<file path="src/rtl/dioem_pkg.sv">
// Shared constants, types and helpers for the discrete I/O event mapper
// Function
// - Eight sense inputs, each one action.
// - Fire action when input reaches active level.
// - No action: input ignored, polarity active low.
// - Span input activation selects span calibration.
// - Zero input activation selects zero calibration.
// - Per-input polarity, high or low active.
// - Eight alarm outputs, each one mapped state.
// - Alarm active exactly while mapped state holds.
// - Per-output polarity, high or low active.
// - Alarm mapped to none never activates.
// - Each fault state active while fault present.
// - Summary fault active while any fault present.
// - Background, span, zero states follow calibration phase.
// - Storage-detached state active while memory disconnected.
// - Maintenance state active while maintenance engaged.
// - Three over-range states follow analog channel scale.
// - Enter over-range at 90%, leave at 80%.
package dioem_pkg;

    localparam int SENSE_COUNT = 8;
    localparam int ALARM_COUNT = 8;
    localparam int OVR_CHANNELS = 3;
    localparam int READ_WIDTH = 16;

    // Hysteresis thresholds as percent of the standard range
    localparam logic [6:0] PCT_FULL = 7'h64;
    localparam logic [6:0] PCT_ENTER = 7'h5a;
    localparam logic [6:0] PCT_LEAVE = 7'h50;

    // Values after reset
    localparam logic [SENSE_COUNT-1:0] SYNC_RESET = 8'h00;
    localparam logic [SENSE_COUNT-1:0] PREV_LEVEL_RESET = 8'hff;
    localparam logic [SENSE_COUNT-1:0] POLARITY_RESET = 8'h00;
    localparam logic [ALARM_COUNT-1:0] ALARM_RESET = 8'hff;
    localparam logic [OVR_CHANNELS-1:0] OVERSCALE_RESET = 3'h0;

    typedef enum logic [1:0] {ACT_NONE, ACT_SPAN, ACT_ZERO} dioem_action_e;

    typedef enum logic [1:0] {CAL_MEASURE, CAL_SPAN, CAL_ZERO} dioem_cal_e;

    typedef enum logic [4:0] {
        ALM_NONE, ALM_HIGH_VOLT, ALM_SUPPLY, ALM_REFERENCE, ALM_CONVERTER,
        ALM_FLOW, ALM_CELL_HEAT, ALM_CONV_HEAT, ALM_MANIFOLD_HEAT,
        ALM_CHASSIS_TEMP, ALM_COOLER, ALM_STORAGE_DETACHED, ALM_BACKGROUND,
        ALM_SPAN, ALM_ZERO, ALM_SUMMARY, ALM_MAINTENANCE,
        ALM_OVERSCALE_CHANNEL_ZERO, ALM_OVERSCALE_CHANNEL_ONE,
        ALM_OVERSCALE_CHANNEL_TWO
    } dioem_alarm_e;

    // Map a logical level onto a pin level, or a pin level onto activity
    function automatic logic dioem_polar(input logic v,
                                         input logic activeHigh);
        return activeHigh ? v : !v;
    endfunction

endpackage

</file>
<file path="src/rtl/dioem_evt_if.sv">
// Event and scale signals passed between the mapper's own modules
`timescale 1ns/1ns
`default_nettype none
interface dioem_evt_if;
    import dioem_pkg::*;
    logic spanReq;
    logic zeroReq;
    logic [OVR_CHANNELS-1:0] overScale;
    modport sense (output spanReq, output zeroReq);
    modport range (output overScale);
    modport core (input spanReq, input zeroReq, input overScale);
endinterface
`default_nettype wire

</file>
<file path="src/rtl/dioem_sense.sv">
// Sense input synchroniser, polarity and activation detector
`timescale 1ns/1ns
`default_nettype none
module dioem_sense
    import dioem_pkg::*;
(
    input wire logic clk,
    input wire logic rst,
    input wire logic [SENSE_COUNT-1:0] senseLineN,
    input wire dioem_action_e actionCfg [SENSE_COUNT],
    input wire logic [SENSE_COUNT-1:0] activeHighCfg,
    dioem_evt_if.sense evt
);
    logic [SENSE_COUNT-1:0] sync1_q, sync1_d, sync2_q, sync2_d;
    logic [SENSE_COUNT-1:0] prev_q, prev_d, lvl;
    logic spanReq_q, spanReq_d, zeroReq_q, zeroReq_d, allNone;

    // Two-stage synchroniser, then activity; none forces active low
    always_comb begin
        sync1_d = rst ? SYNC_RESET : senseLineN;
        sync2_d = rst ? SYNC_RESET : sync1_q;
        spanReq_d = 1'b0;
        zeroReq_d = 1'b0;
        allNone = 1'b1;
        for (int i = 0; i < SENSE_COUNT; i++) begin
            lvl[i] = dioem_polar(sync2_q[i], activeHighCfg[i]
                                 && actionCfg[i] != ACT_NONE);
            allNone = allNone && actionCfg[i] == ACT_NONE;
            // Only the entry into the active level counts
            if (lvl[i] && !prev_q[i]) begin
                spanReq_d = spanReq_d || actionCfg[i] == ACT_SPAN;
                zeroReq_d = zeroReq_d || actionCfg[i] == ACT_ZERO;
            end
        end
        // Lines already active at reset wait for a fresh activation
        prev_d = rst ? PREV_LEVEL_RESET : lvl;
        if (rst) begin
            spanReq_d = 1'b0;
            zeroReq_d = 1'b0;
        end
    end

    // State registers
    always_ff @(posedge clk) begin
        sync1_q <= sync1_d;
        sync2_q <= sync2_d;
        prev_q <= prev_d;
        spanReq_q <= spanReq_d;
        zeroReq_q <= zeroReq_d;
    end

    assign evt.spanReq = spanReq_q;
    assign evt.zeroReq = zeroReq_q;

    property p_span_fire;
        @(posedge clk) disable iff (rst)
        !$past(rst) && actionCfg[0] == ACT_SPAN && $stable(actionCfg[0])
        && $stable(activeHighCfg[0]) && $changed(sync2_q[0])
        && sync2_q[0] == activeHighCfg[0] |=> spanReq_q;
    endproperty
    a_span_fire: assert property (p_span_fire) else $error("no span");

    property p_once;
        @(posedge clk) disable iff (rst)
        lvl == prev_q |=> !spanReq_q && !zeroReq_q;
    endproperty
    a_once: assert property (p_once) else $error("repeat fire");

    property p_none_quiet;
        @(posedge clk) disable iff (rst)
        allNone |=> !spanReq_q && !zeroReq_q;
    endproperty
    a_none_quiet: assert property (p_none_quiet) else $error("fired");
endmodule
`default_nettype wire

</file>
<file path="src/rtl/dioem_range.sv">
// Over-range scale tracker with hysteresis for the analog channels
`timescale 1ns/1ns
`default_nettype none
module dioem_range
    import dioem_pkg::*;
#(
    parameter int W = READ_WIDTH
) (
    input wire logic clk,
    input wire logic rst,
    input wire logic [W-1:0] reading [OVR_CHANNELS],
    input wire logic [W-1:0] fullScale [OVR_CHANNELS],
    input wire logic [OVR_CHANNELS-1:0] enable,
    dioem_evt_if.range evt
);
    logic [OVR_CHANNELS-1:0] over_q, over_d;

    // Percent product, wide enough that no bit is lost
    function automatic logic [W+6:0] scaled(input logic [W-1:0] v,
                                            input logic [6:0] pct);
        return (W+7)'(v) * (W+7)'(pct);
    endfunction

    // Enter at the upper threshold, leave at the lower, hold between
    always_comb begin
        over_d = over_q;
        for (int c = 0; c < OVR_CHANNELS; c++) begin
            if (!enable[c])
                over_d[c] = 1'b0;
            else if (scaled(reading[c], PCT_FULL)
                     >= scaled(fullScale[c], PCT_ENTER))
                over_d[c] = 1'b1;
            else if (scaled(reading[c], PCT_FULL)
                     <= scaled(fullScale[c], PCT_LEAVE))
                over_d[c] = 1'b0;
        end
        if (rst)
            over_d = OVERSCALE_RESET;
    end

    // Scale state register
    always_ff @(posedge clk) begin
        over_q <= over_d;
    end

    assign evt.overScale = over_q;

    property p_leave;
        @(posedge clk) disable iff (rst)
        scaled(reading[0], PCT_FULL) <= scaled(fullScale[0], PCT_LEAVE)
        && scaled(reading[0], PCT_FULL) < scaled(fullScale[0], PCT_ENTER)
        |=> !over_q[0];
    endproperty
    a_leave: assert property (p_leave) else $error("scale kept");
endmodule
`default_nettype wire

</file>
<file path="src/rtl/dioem_top.sv">
// Discrete I/O event mapper: sense actions and alarm output mapping
`timescale 1ns/1ns
`default_nettype none
module dioem_top
    import dioem_pkg::*;
#(
    parameter int W = READ_WIDTH
) (
    input wire logic clk,
    input wire logic rst,
    // Raw sense lines from the connector
    input wire logic [SENSE_COUNT-1:0] senseLineN,
    // Configuration, captured while cfgLoad is high
    input wire logic cfgLoad,
    input wire dioem_action_e senseActionIn [SENSE_COUNT],
    input wire logic [SENSE_COUNT-1:0] senseActiveHighIn,
    input wire dioem_alarm_e alarmSelectIn [ALARM_COUNT],
    input wire logic [ALARM_COUNT-1:0] alarmActiveHighIn,
    // Instrument fault conditions
    input wire logic highVoltFault,
    input wire logic supplyFault,
    input wire logic referenceFault,
    input wire logic converterFaultState,
    input wire logic flowFault,
    input wire logic cellHeatFault,
    input wire logic converterHeatFault,
    input wire logic manifoldHeatFault,
    input wire logic chassisTempFault,
    input wire logic coolerFault,
    // Other instrument conditions
    input wire logic storageDetached,
    input wire logic maintenanceActive,
    input wire logic backgroundActive,
    input wire logic spanActive,
    input wire logic zeroActive,
    input wire logic calComplete,
    // Analog output channels
    input wire logic [W-1:0] aoReading [OVR_CHANNELS],
    input wire logic [W-1:0] aoStandardFull [OVR_CHANNELS],
    input wire logic [OVR_CHANNELS-1:0] overRangeEnable,
    // Results
    output var dioem_cal_e calSelect,
    output logic calStart,
    output logic [ALARM_COUNT-1:0] alarmLine,
    output logic [OVR_CHANNELS-1:0] overScale
);
    dioem_evt_if evt ();

    dioem_action_e senseAction_q [SENSE_COUNT];
    dioem_action_e senseAction_d [SENSE_COUNT];
    logic [SENSE_COUNT-1:0] senseActiveHigh_q, senseActiveHigh_d;
    dioem_alarm_e alarmSelect_q [ALARM_COUNT];
    dioem_alarm_e alarmSelect_d [ALARM_COUNT];
    logic [ALARM_COUNT-1:0] alarmActiveHigh_q, alarmActiveHigh_d;
    dioem_cal_e calSelect_q, calSelect_d;
    logic calStart_q, calStart_d;
    logic [ALARM_COUNT-1:0] alarmLine_q, alarmLine_d;
    logic anyFault;

    // Sense inputs: synchronise and detect activations
    dioem_sense u_sense (
        .clk(clk),
        .rst(rst),
        .senseLineN(senseLineN),
        .actionCfg(senseAction_q),
        .activeHighCfg(senseActiveHigh_q),
        .evt(evt.sense)
    );

    // Over-range tracking of the three analog channels
    dioem_range #(
        .W(W)
    ) u_range (
        .clk(clk),
        .rst(rst),
        .reading(aoReading),
        .fullScale(aoStandardFull),
        .enable(overRangeEnable),
        .evt(evt.range)
    );

    // Configuration registers; reset maps everything to none
    always_comb begin
        senseAction_d = senseAction_q;
        senseActiveHigh_d = senseActiveHigh_q;
        alarmSelect_d = alarmSelect_q;
        alarmActiveHigh_d = alarmActiveHigh_q;
        if (rst) begin
            for (int i = 0; i < SENSE_COUNT; i++)
                senseAction_d[i] = ACT_NONE;
            for (int i = 0; i < ALARM_COUNT; i++)
                alarmSelect_d[i] = ALM_NONE;
            senseActiveHigh_d = POLARITY_RESET;
            alarmActiveHigh_d = POLARITY_RESET;
        end else if (cfgLoad) begin
            senseAction_d = senseActionIn;
            senseActiveHigh_d = senseActiveHighIn;
            alarmSelect_d = alarmSelectIn;
            alarmActiveHigh_d = alarmActiveHighIn;
        end
    end

    // Configuration storage
    always_ff @(posedge clk) begin
        senseAction_q <= senseAction_d;
        senseActiveHigh_q <= senseActiveHigh_d;
        alarmSelect_q <= alarmSelect_d;
        alarmActiveHigh_q <= alarmActiveHigh_d;
    end

    // Summary fault mirrors the front-panel fault light
    assign anyFault = highVoltFault || supplyFault || referenceFault
        || converterFaultState || flowFault || cellHeatFault
        || converterHeatFault || manifoldHeatFault || chassisTempFault
        || coolerFault;

    // Instrument condition behind one alarm selection
    function automatic logic stateOf(input dioem_alarm_e sel);
        unique case (sel)
            ALM_NONE: return 1'b0;
            ALM_HIGH_VOLT: return highVoltFault;
            ALM_SUPPLY: return supplyFault;
            ALM_REFERENCE: return referenceFault;
            ALM_CONVERTER: return converterFaultState;
            ALM_FLOW: return flowFault;
            ALM_CELL_HEAT: return cellHeatFault;
            ALM_CONV_HEAT: return converterHeatFault;
            ALM_MANIFOLD_HEAT: return manifoldHeatFault;
            ALM_CHASSIS_TEMP: return chassisTempFault;
            ALM_COOLER: return coolerFault;
            ALM_STORAGE_DETACHED: return storageDetached;
            ALM_BACKGROUND: return backgroundActive;
            ALM_SPAN: return spanActive;
            ALM_ZERO: return zeroActive;
            ALM_SUMMARY: return anyFault;
            ALM_MAINTENANCE: return maintenanceActive;
            ALM_OVERSCALE_CHANNEL_ZERO: return evt.overScale[0];
            ALM_OVERSCALE_CHANNEL_ONE: return evt.overScale[1];
            ALM_OVERSCALE_CHANNEL_TWO: return evt.overScale[2];
            // Unused codes stay inactive rather than guess a state
            default: return 1'b0;
        endcase
    endfunction

    // Alarm pins: mapped state through per-pin polarity
    always_comb begin
        alarmLine_d = ALARM_RESET;
        if (!rst) begin
            for (int i = 0; i < ALARM_COUNT; i++)
                alarmLine_d[i] = dioem_polar(stateOf(alarmSelect_q[i]),
                                             alarmActiveHigh_q[i]);
        end
    end

    // Alarm pin registers
    always_ff @(posedge clk) begin
        alarmLine_q <= alarmLine_d;
    end

    // Calibration selector; span wins when both fire together
    always_comb begin
        calSelect_d = calSelect_q;
        calStart_d = 1'b0;
        if (rst) begin
            calSelect_d = CAL_MEASURE;
        end else if (evt.spanReq) begin
            calSelect_d = CAL_SPAN;
            calStart_d = 1'b1;
        end else if (evt.zeroReq) begin
            calSelect_d = CAL_ZERO;
            calStart_d = 1'b1;
        end else if (calComplete) begin
            calSelect_d = CAL_MEASURE;
        end
    end

    // Selector registers
    always_ff @(posedge clk) begin
        calSelect_q <= calSelect_d;
        calStart_q <= calStart_d;
    end

    // Outputs come directly from their registers
    assign calSelect = calSelect_q;
    assign calStart = calStart_q;
    assign alarmLine = alarmLine_q;
    assign overScale = evt.overScale;

    property p_span_sel;
        @(posedge clk) disable iff (rst)
        evt.spanReq |=> calSelect == CAL_SPAN && calStart;
    endproperty
    a_span_sel: assert property (p_span_sel) else $error("no span sel");

    property p_zero_sel;
        @(posedge clk) disable iff (rst)
        evt.zeroReq && !evt.spanReq |=> calSelect == CAL_ZERO && calStart;
    endproperty
    a_zero_sel: assert property (p_zero_sel) else $error("no zero sel");

    property p_none_out;
        @(posedge clk) disable iff (rst)
        alarmSelect_q[0] == ALM_NONE
        |=> alarmLine[0] == !$past(alarmActiveHigh_q[0]);
    endproperty
    a_none_out: assert property (p_none_out) else $error("none on");

    property p_summary;
        @(posedge clk) disable iff (rst)
        anyFault && alarmSelect_q[1] == ALM_SUMMARY && alarmActiveHigh_q[1]
        |=> alarmLine[1];
    endproperty
    a_summary: assert property (p_summary) else $error("summary low");

    property p_maint_low;
        @(posedge clk) disable iff (rst)
        maintenanceActive && alarmSelect_q[2] == ALM_MAINTENANCE
        && !alarmActiveHigh_q[2] |=> !alarmLine[2];
    endproperty
    a_maint_low: assert property (p_maint_low) else $error("maint");

    property p_fault_clear;
        @(posedge clk) disable iff (rst)
        !converterFaultState && alarmSelect_q[4] == ALM_CONVERTER
        && alarmActiveHigh_q[4] |=> !alarmLine[4];
    endproperty
    a_fault_clear: assert property (p_fault_clear) else $error("stuck");

    property p_overscale;
        @(posedge clk) disable iff (rst)
        evt.overScale[0] && alarmSelect_q[3] == ALM_OVERSCALE_CHANNEL_ZERO
        && alarmActiveHigh_q[3] |=> alarmLine[3];
    endproperty
    a_overscale: assert property (p_overscale) else $error("no ovr");

    // One pin and one code per alarm pin check, with both polarities covered
    property p_cal_hold;
        @(posedge clk) disable iff (rst)
        !evt.spanReq && !evt.zeroReq && !calComplete
        |=> calSelect == $past(calSelect) && !calStart;
    endproperty
    a_cal_hold: assert property (p_cal_hold) else $error("sel moved");

    property p_cfg_take;
        @(posedge clk) disable iff (rst)
        cfgLoad |=> alarmActiveHigh_q == $past(alarmActiveHighIn)
        && senseActiveHigh_q == $past(senseActiveHighIn);
    endproperty
    a_cfg_take: assert property (p_cfg_take) else $error("cfg lost");

    property p_hv_fault;
        @(posedge clk) disable iff (rst)
        highVoltFault && alarmSelect_q[7] == ALM_HIGH_VOLT
        && alarmActiveHigh_q[7] |=> alarmLine[7];
    endproperty
    a_hv_fault: assert property (p_hv_fault) else $error("hv low");

    property p_storage;
        @(posedge clk) disable iff (rst)
        storageDetached && alarmSelect_q[6] == ALM_STORAGE_DETACHED
        && !alarmActiveHigh_q[6] |=> !alarmLine[6];
    endproperty
    a_storage: assert property (p_storage) else $error("detach pin");

    property p_span_st;
        @(posedge clk) disable iff (rst)
        spanActive && alarmSelect_q[5] == ALM_SPAN
        && alarmActiveHigh_q[5] |=> alarmLine[5];
    endproperty
    a_span_st: assert property (p_span_st) else $error("span pin");

    property p_ovr_low;
        @(posedge clk) disable iff (rst)
        evt.overScale[1] && alarmSelect_q[0] == ALM_OVERSCALE_CHANNEL_ONE
        && !alarmActiveHigh_q[0] |=> !alarmLine[0];
    endproperty
    a_ovr_low: assert property (p_ovr_low) else $error("ovr pin");

    property p_bkg_clr;
        @(posedge clk) disable iff (rst)
        !backgroundActive && alarmSelect_q[6] == ALM_BACKGROUND
        && !alarmActiveHigh_q[6] |=> alarmLine[6];
    endproperty
    a_bkg_clr: assert property (p_bkg_clr) else $error("bkg pin");

    property p_sum_clr;
        @(posedge clk) disable iff (rst)
        !anyFault && alarmSelect_q[1] == ALM_SUMMARY
        && alarmActiveHigh_q[1] |=> !alarmLine[1];
    endproperty
    a_sum_clr: assert property (p_sum_clr) else $error("sum high");

    property p_zero_st;
        @(posedge clk) disable iff (rst)
        zeroActive && alarmSelect_q[2] == ALM_ZERO
        && !alarmActiveHigh_q[2] |=> !alarmLine[2];
    endproperty
    a_zero_st: assert property (p_zero_st) else $error("zero pin");

    property p_reset;
        @(posedge clk)
        rst |=> alarmLine == ALARM_RESET && calSelect == CAL_MEASURE
        && !calStart && overScale == OVERSCALE_RESET;
    endproperty
    a_reset: assert property (p_reset) else $error("bad reset");
endmodule
`default_nettype wire

</file>
<file path="config.mk">
export PLATFORM = sky130hd
export DESIGN_NAME = dioem_top
export DESIGN_NICKNAME = d
export VERILOG_FILES = /design/src/rtl/dioem_pkg.sv /design/src/rtl/dioem_evt_if.sv /design/src/rtl/dioem_sense.sv /design/src/rtl/dioem_range.sv /design/src/rtl/dioem_top.sv
export SDC_FILE = /design/constraint.sdc
export NUM_CORES = 1
export LEC_CHECK = 0
export BUFFER_PORTS_ARGS = -buffer_cell sky130_fd_sc_hd__buf_2
export CORE_ASPECT_RATIO = 0.5
export CORE_MARGIN = 2
export CORE_UTILIZATION = 45
export CTS_CLUSTER_SIZE = 28
export DETAILED_ROUTE_END_ITERATION = 10
export GPL_ROUTABILITY_DRIVEN = 0
export SYNTH_ARGS = -nofsm -noshare
export SYNTH_HDL_FRONTEND = slang
export SYNTH_SLANG_ARGS = --single-unit
</file>
<file path="constraint.sdc">
create_clock -name clk -period 9.3 [get_ports clk]
set_input_delay 1.86 -clock clk [delete_from_list [all_inputs] [get_ports clk]]
set_output_delay 1.86 -clock clk [all_outputs]
set_load 0.02 [all_outputs]
</file>
; ---- Word level (Yosys, flattened, before mapping)
; Cells that the tools add are included.
[classes]
n_addsub = 0
multipliers = 9
n_div = 0
order_cmp = 6
n_eq_ne = 168
shifts = 0
muxes = 59
bitwise_logic = 3
n_reduce_logical = 80
[op_table]
columns = cell, count
row1 = == test 5 x 4 -> 1 bit (second input constant), 64
row2 = == test 5 x 3 -> 1 bit (second input constant), 32
row3 = == test 5 bit (second input constant), 32
row4 = one-hot mux 1 bit (19 select lines), 8
row5 = == test 5 x 2 -> 1 bit (second input constant), 16
row6 = greater-or-equal comparator 23 bit, 3
row7 = <= comparator 23 bit, 3
row8 = multiplier 16 x 6 -> 22 bit (second input constant), 3
row9 = multiplier 16 x 5 -> 21 bit (second input constant), 3
row10 = multiplier 16 x 3 -> 19 bit (second input constant), 3
row11 = 2-to-1 mux 1 bit, 49
row12 = == test 5 x 1 -> 1 bit (second input constant), 8
row13 = logical NOT 1 bit, 24
row14 = nonzero test 2 bit, 12
row15 = logical OR 1 bit, 23
row16 = == test 2 x 1 -> 1 bit (second input constant), 8
row17 = == test 2 bit (second input constant), 8
row18 = logical AND 1 bit, 16
row19 = OR reduction 2 bit, 4
row20 = 2-to-1 mux 2 bit, 2
row21 = NOT 1 bit, 3
row22 = nonzero test 3 bit, 1
[totals]
ff_bits = 112
latch_bits = 0
ram_bits = 0
mem_bits_ro = 0
in_bits = 198
memories = 0

; ---- Longest topological paths before layout
[logic_depth]
depth_word = 19
mapped_depth = 21

; ---- By module
; A second synthesis with hierarchy kept.
[unflattened]
hier_cells = 2304
hier_area_um2 = 20034.2
[modules_own_cells]
columns = module, n_inst, cells_each, area_per_inst_um2
row1 = dioem_range, 1, 1728, 14420.1
row2 = dioem_top, 1, 478, 4580.6
row3 = dioem_sense, 1, 98, 1033.5

; ---- Worst setup path after synthesis
; No wires, ideal clock.
[synth_timing]
kind = input port to flip-flop
startpoint = in aoStandardFull[34] (netlist name)
endpoint = reg u_range.over_q[0] (netlist: u_range.evt.overScale[0])
setup_ns = 0.122
arrival_ns = 5.959
required_ns = 9.178
path_slack_ns = 3.219
stages = 19
n_path_buf = 0
path_cell_list = ha_1 ha_1 inv_1 fa_1 inv_1 ha_1 fa_1 a211oi_1 o21ai_1 a221oi_1 nor3_1 or3_1 a21oi_1 xor2_1 ha_1 a21o_1 a21oi_1 o211ai_1 o311a_1
[synth_between]
elab_chain_len = 3
elab_cells_between_ends = 6
cone_classes = mul: 2 / order compare: 2 / mux: 1 / reduce/logical: 1
[synth_rtl]
columns = element, line
row1 = start: declaration, dioem_top.sv:39  ; input wire logic [W-1:0] aoStandardFull [OVR_CHANNELS],
row2 = multiplier 16 x 6 -> 22 bit / multiplier 16 x 3 -> 19 bit (equally long branches), dioem_range.sv:21  ; return (W+7)'(v) * (W+7)'(pct);
row3 = greater-or-equal comparator 23 bit / <= comparator 23 bit (equally long branches), "dioem_range.sv:31, dioem_range.sv:34"
row4 = 2-to-1 mux 1 bit / nonzero test 2 bit (equally long branches), --
row5 = end signal: assignment, dioem_range.sv:43  ; over_q <= over_d;
row6 = end: declaration, dioem_range.sv:16  ; logic [OVR_CHANNELS-1:0] over_q, over_d;
; Several ways; a longest one is shown, not always the timed one.
; A chain may end at the register's enable or synchronous reset.

; ---- Final worst setup path
[layout_timing]
startpoint = in aoStandardFull[1] (netlist name)
endpoint = reg u_range.over_q[2] (netlist: u_range.evt.overScale[2])
; Same word-level chain as after synthesis.

==> results.py <==
metrics = {
    "sta": {
        "tightest_slew_ps": 839.5,
        "final-hold-violation-count": 0,
        "finalMaxSlewViolations": 0,
        "fin_skew_ps": 9.056,
        "period_share_pct": 69.30,
        "maxSlewHeadroom_pct": 44.03,
        "period_needed_ps": 6445,
        "setup_violations": 0,
        "fmax_mhz": 155.2,
        "rsz0062_at_grt": "no",
        "fin_setup_tns_ps": 0,
    },
    "yosys": {
        "syn_inst": 2264,
        "synth_top_area_share_pct": 28.08,
        "yosysUniqueCellTypes": 70,
        "mappedNetlistNets": 3019,
        "synth_top_cell_by_area": "ha_1",
        "synth-seq-cells": 112,
        "synthTopCellsByArea": "ha_1 (28%), fa_1 (12%), dfxtp_1 (11%), inv_1 (7.2%), mux2i_1 (5.1%)",
        "synth-edff-count": 0,
        "avgSynthCellArea_sq_um": 8.718,
        "synth_warnings": 0,
        "synthesis.area_sq_um": 19740,
        "async_flop_share_pct": 0,
        "ys.flop_type": "dfxtp_1",
        "seq_area_frac_synth_pct": 11.36,
    },
    "critical_path": {
        "crit_top_cell": "ha_1",
        "crit_start": "aoStandardFull[1]",
        "path_class": "in -> reg",
        "max_stage_delay_ps": 540,
        "crit_path_cell_trace": "buf_2, ha_1, xor2_1, ha_1, inv_1, fa_1, inv_1, ha_1, o21ai_0, nor3_1, nor2_1, a41oi_1, o41ai_1, nor4b_1, nor4b_1, ha_1, nand4_1, nor3_1, a221oi_1, o21ai_0, nor2_1, a311oi_1",
        "worstPathMaxFanout": 5,
        "timing.rr.start": "u_range.evt.overScale[0]",
        "crit_family": "adder cells",
        "cp.arrival_ps": 6710,
        "cp-start-kind": "input port",
        "worst_setup_path_end_kind": "flop",
        "crit_buf_inv": 3,
        "slowest_stage": "o41ai_1",
        "cp.required_ps": 9560,
    },
    "cts": {
        "cts_root_buffer": "clkbuf_16",
        "cts_buffers": 9,
        "post_cts_buffers": 0,
        "cts.repair.resized": 0,
        "clk_path_buf_depth": 2,
        "cts.clk_slew.worst_paths_ps": 80,
        "cts_sinks": 112,
        "cts_tree": "done",
        "htreeDepth": 3,
        "postCtsHoldBufs": 0,
        "clk_latency_ps": 360,
    },
    "die": {
        "num_rows": 54,
        "core_sq_um": 43440,
        "die_w_um": 300.2,
        "die_h_um": 152.1,
        "io_pins": 212,
        "start_util_pct": 45.43,
        "dieArea_sq_um": 45650,
    },
    "grt": {
        "antenna_found_initial": 8,
        "gr-total-overflow": 0,
        "grt_pass1_vias": 15520,
        "grt.total_usage_pct": 20.15,
        "grt_pass1_wl_um": 76150,
        "grt_max_degree": 75,
    },
    "place": {
        "dpl.hpwl_um": 39350,
        "place_area_sq_um": 21390,
        "dp_cells": 3025,
        "io_buffers": 211,
    },
    "run_status": {
        "outcome": "complete, no violations",
    },
    "hold_path": {
        "min_path_type": "reg -> reg",
        "hold_start": "u_sense.sync1_q[2]",
    },
    "cells_and_area": {
        "finish.instance_area_sq_um": 21750,
        "num-nets-final": 3203,
        "layout_common_cells": "ha_1 (443), inv_1 (376), buf_2 (209)",
        "drive_gt1_share_pct": 10.64,
        "area_growth_pct": 10.19,
        "fin_cells": 3049,
        "layout_commonest_cell": "ha_1",
    },
    "detailed_routing": {
        "vias_per_cell": 5.212,
        "vias": 15890,
        "first_iter_violations": 610,
        "wl_um": 45960,
        "antenna_left": 0,
        "wl_per_cell_um": 15.07,
        "drc": 0,
        "drt-pass1-iter-count": 5,
    },
    "power_and_ir_drop": {
        "powerDensity_nw_per_um2": 183.4,
        "leakage_uw": 0.01127,
        "vdd_drop_max_mv": 0.1005,
    },
    "job": {
        "max_cap_viol_count": 0,
    },
}
-- registers in the layout, indices dropped and copies added, names as in the netlist, 2 cells and up --
name and count:
senseActiveHigh_q 8, u_sense.sync2_q 8, alarmLine 8, alarmSelect_q 40, alarmActiveHigh_q 8, u_sense.sync1_q 8
calSelect 2, senseAction_q 16, u_sense.prev_q 8, u_range.evt.overScale 3
-- worst paths after layout --
check,to,slack (ps),depth (start not counted)
worst max register to register,alarmLine[5],7040,7
worst min register to register,u_sense.sync2_q[2],440,1
worst max-delay path,u_range.evt.overScale[2],2850,22
worst min-delay path,u_sense.sync2_q[2],440,1
-- area by class of cell --
| cell class | instances | area [sq um] |
|---|---|---|
| diodes | 8 | 20.02 |
| flip-flops and latches | 112 | 2242 |
| repair buffers | 213 | 1076 |
| well taps | 588 | 735.7 |
| clock buffers | 9 | 225.2 |
| inverters | 377 | 1415 |
| multi-input cells | 1735 | 15920 |
| clock inverters | 7 | 112.6 |
| fillers | 4206 | 21700 |
-- Yosys cell counts (6+ instances only) --
cell type	n
a2111oi_0	6
a211oi_1	16
a21o_1	51
a21oi_1	126
a311oi_1	7
a31o_1	7
a31oi_1	15
and3_1	10
buf_1	6
clkbuf_1	32
dfxtp_1	112
fa_1	114
ha_1	443
inv_1	376
mux2i_1	100
mux4_1	13
mux4_2	17
nand2_1	85
nand2b_1	20
nand3_1	27
nand3b_1	20
nand4_1	36
nor2_1	175
nor2b_1	33
nor3_1	37
nor4_1	7
o211ai_1	15
o21a_1	16
o21ai_0	61
o21ai_1	13
o21bai_1	20
o22ai_1	6
o31ai_1	11
or3_1	6
xnor2_1	74
xor2_1	74
-- metal layers --
| metal | GRT usage [%] | vias to the layer above | share of wire, % |
|---|---|---|---|
| li1 | - | 8266 | - |
| met5 | 0 | - | 0 |
| met4 | 3.452 | 0 | 0.92 |
| met3 | 1.845 | 27 | 2.1 |
| met2 | 35.08 | 161 | 48 |
| met1 | 27.44 | 7438 | 49 |
-- metrics by stage --
step	hold WS, ps	setup slack [ps]	power (uW)	utilization [%]
floorplan	413.8	3219	2860	-
global placement	416.9	2656	3486	49.23
detailed placement	426.6	2466	3537	49.23
CTS	444.6	2851	4003	50.01
global route	465.2	2462	4484	50.06
finish	440.0	2855	3989	50.06
-- cell families (layout without fill, tap and decap cells) --
| kind of cell | Yosys count | in the layout | share of synthesized area [%] |
|---|---|---|---|
| adders and majority gates | 557 | 557 | 39.65 |
| DFF | 112 | 112 | 11.36 |
| and+or+nand+nor | 482 | 482 | 12.01 |
| xor gates and xnor gates | 148 | 148 | 6.568 |
| buffers and inverters | 417 | 606 | 7.975 |
| AOI/OAI and AO/OA | 417 | 417 | 13.64 |
| other | 0 | 8 | 0 |
| muxes | 131 | 131 | 8.799 |
-- report_power, final --
group | switching (uW) | internal (uW)
Sequential | 44.4 | 511
Combinational | 1670 | 1320
Clock | 201 | 243
No activity file was read; power rests on OpenSTA's default activity.
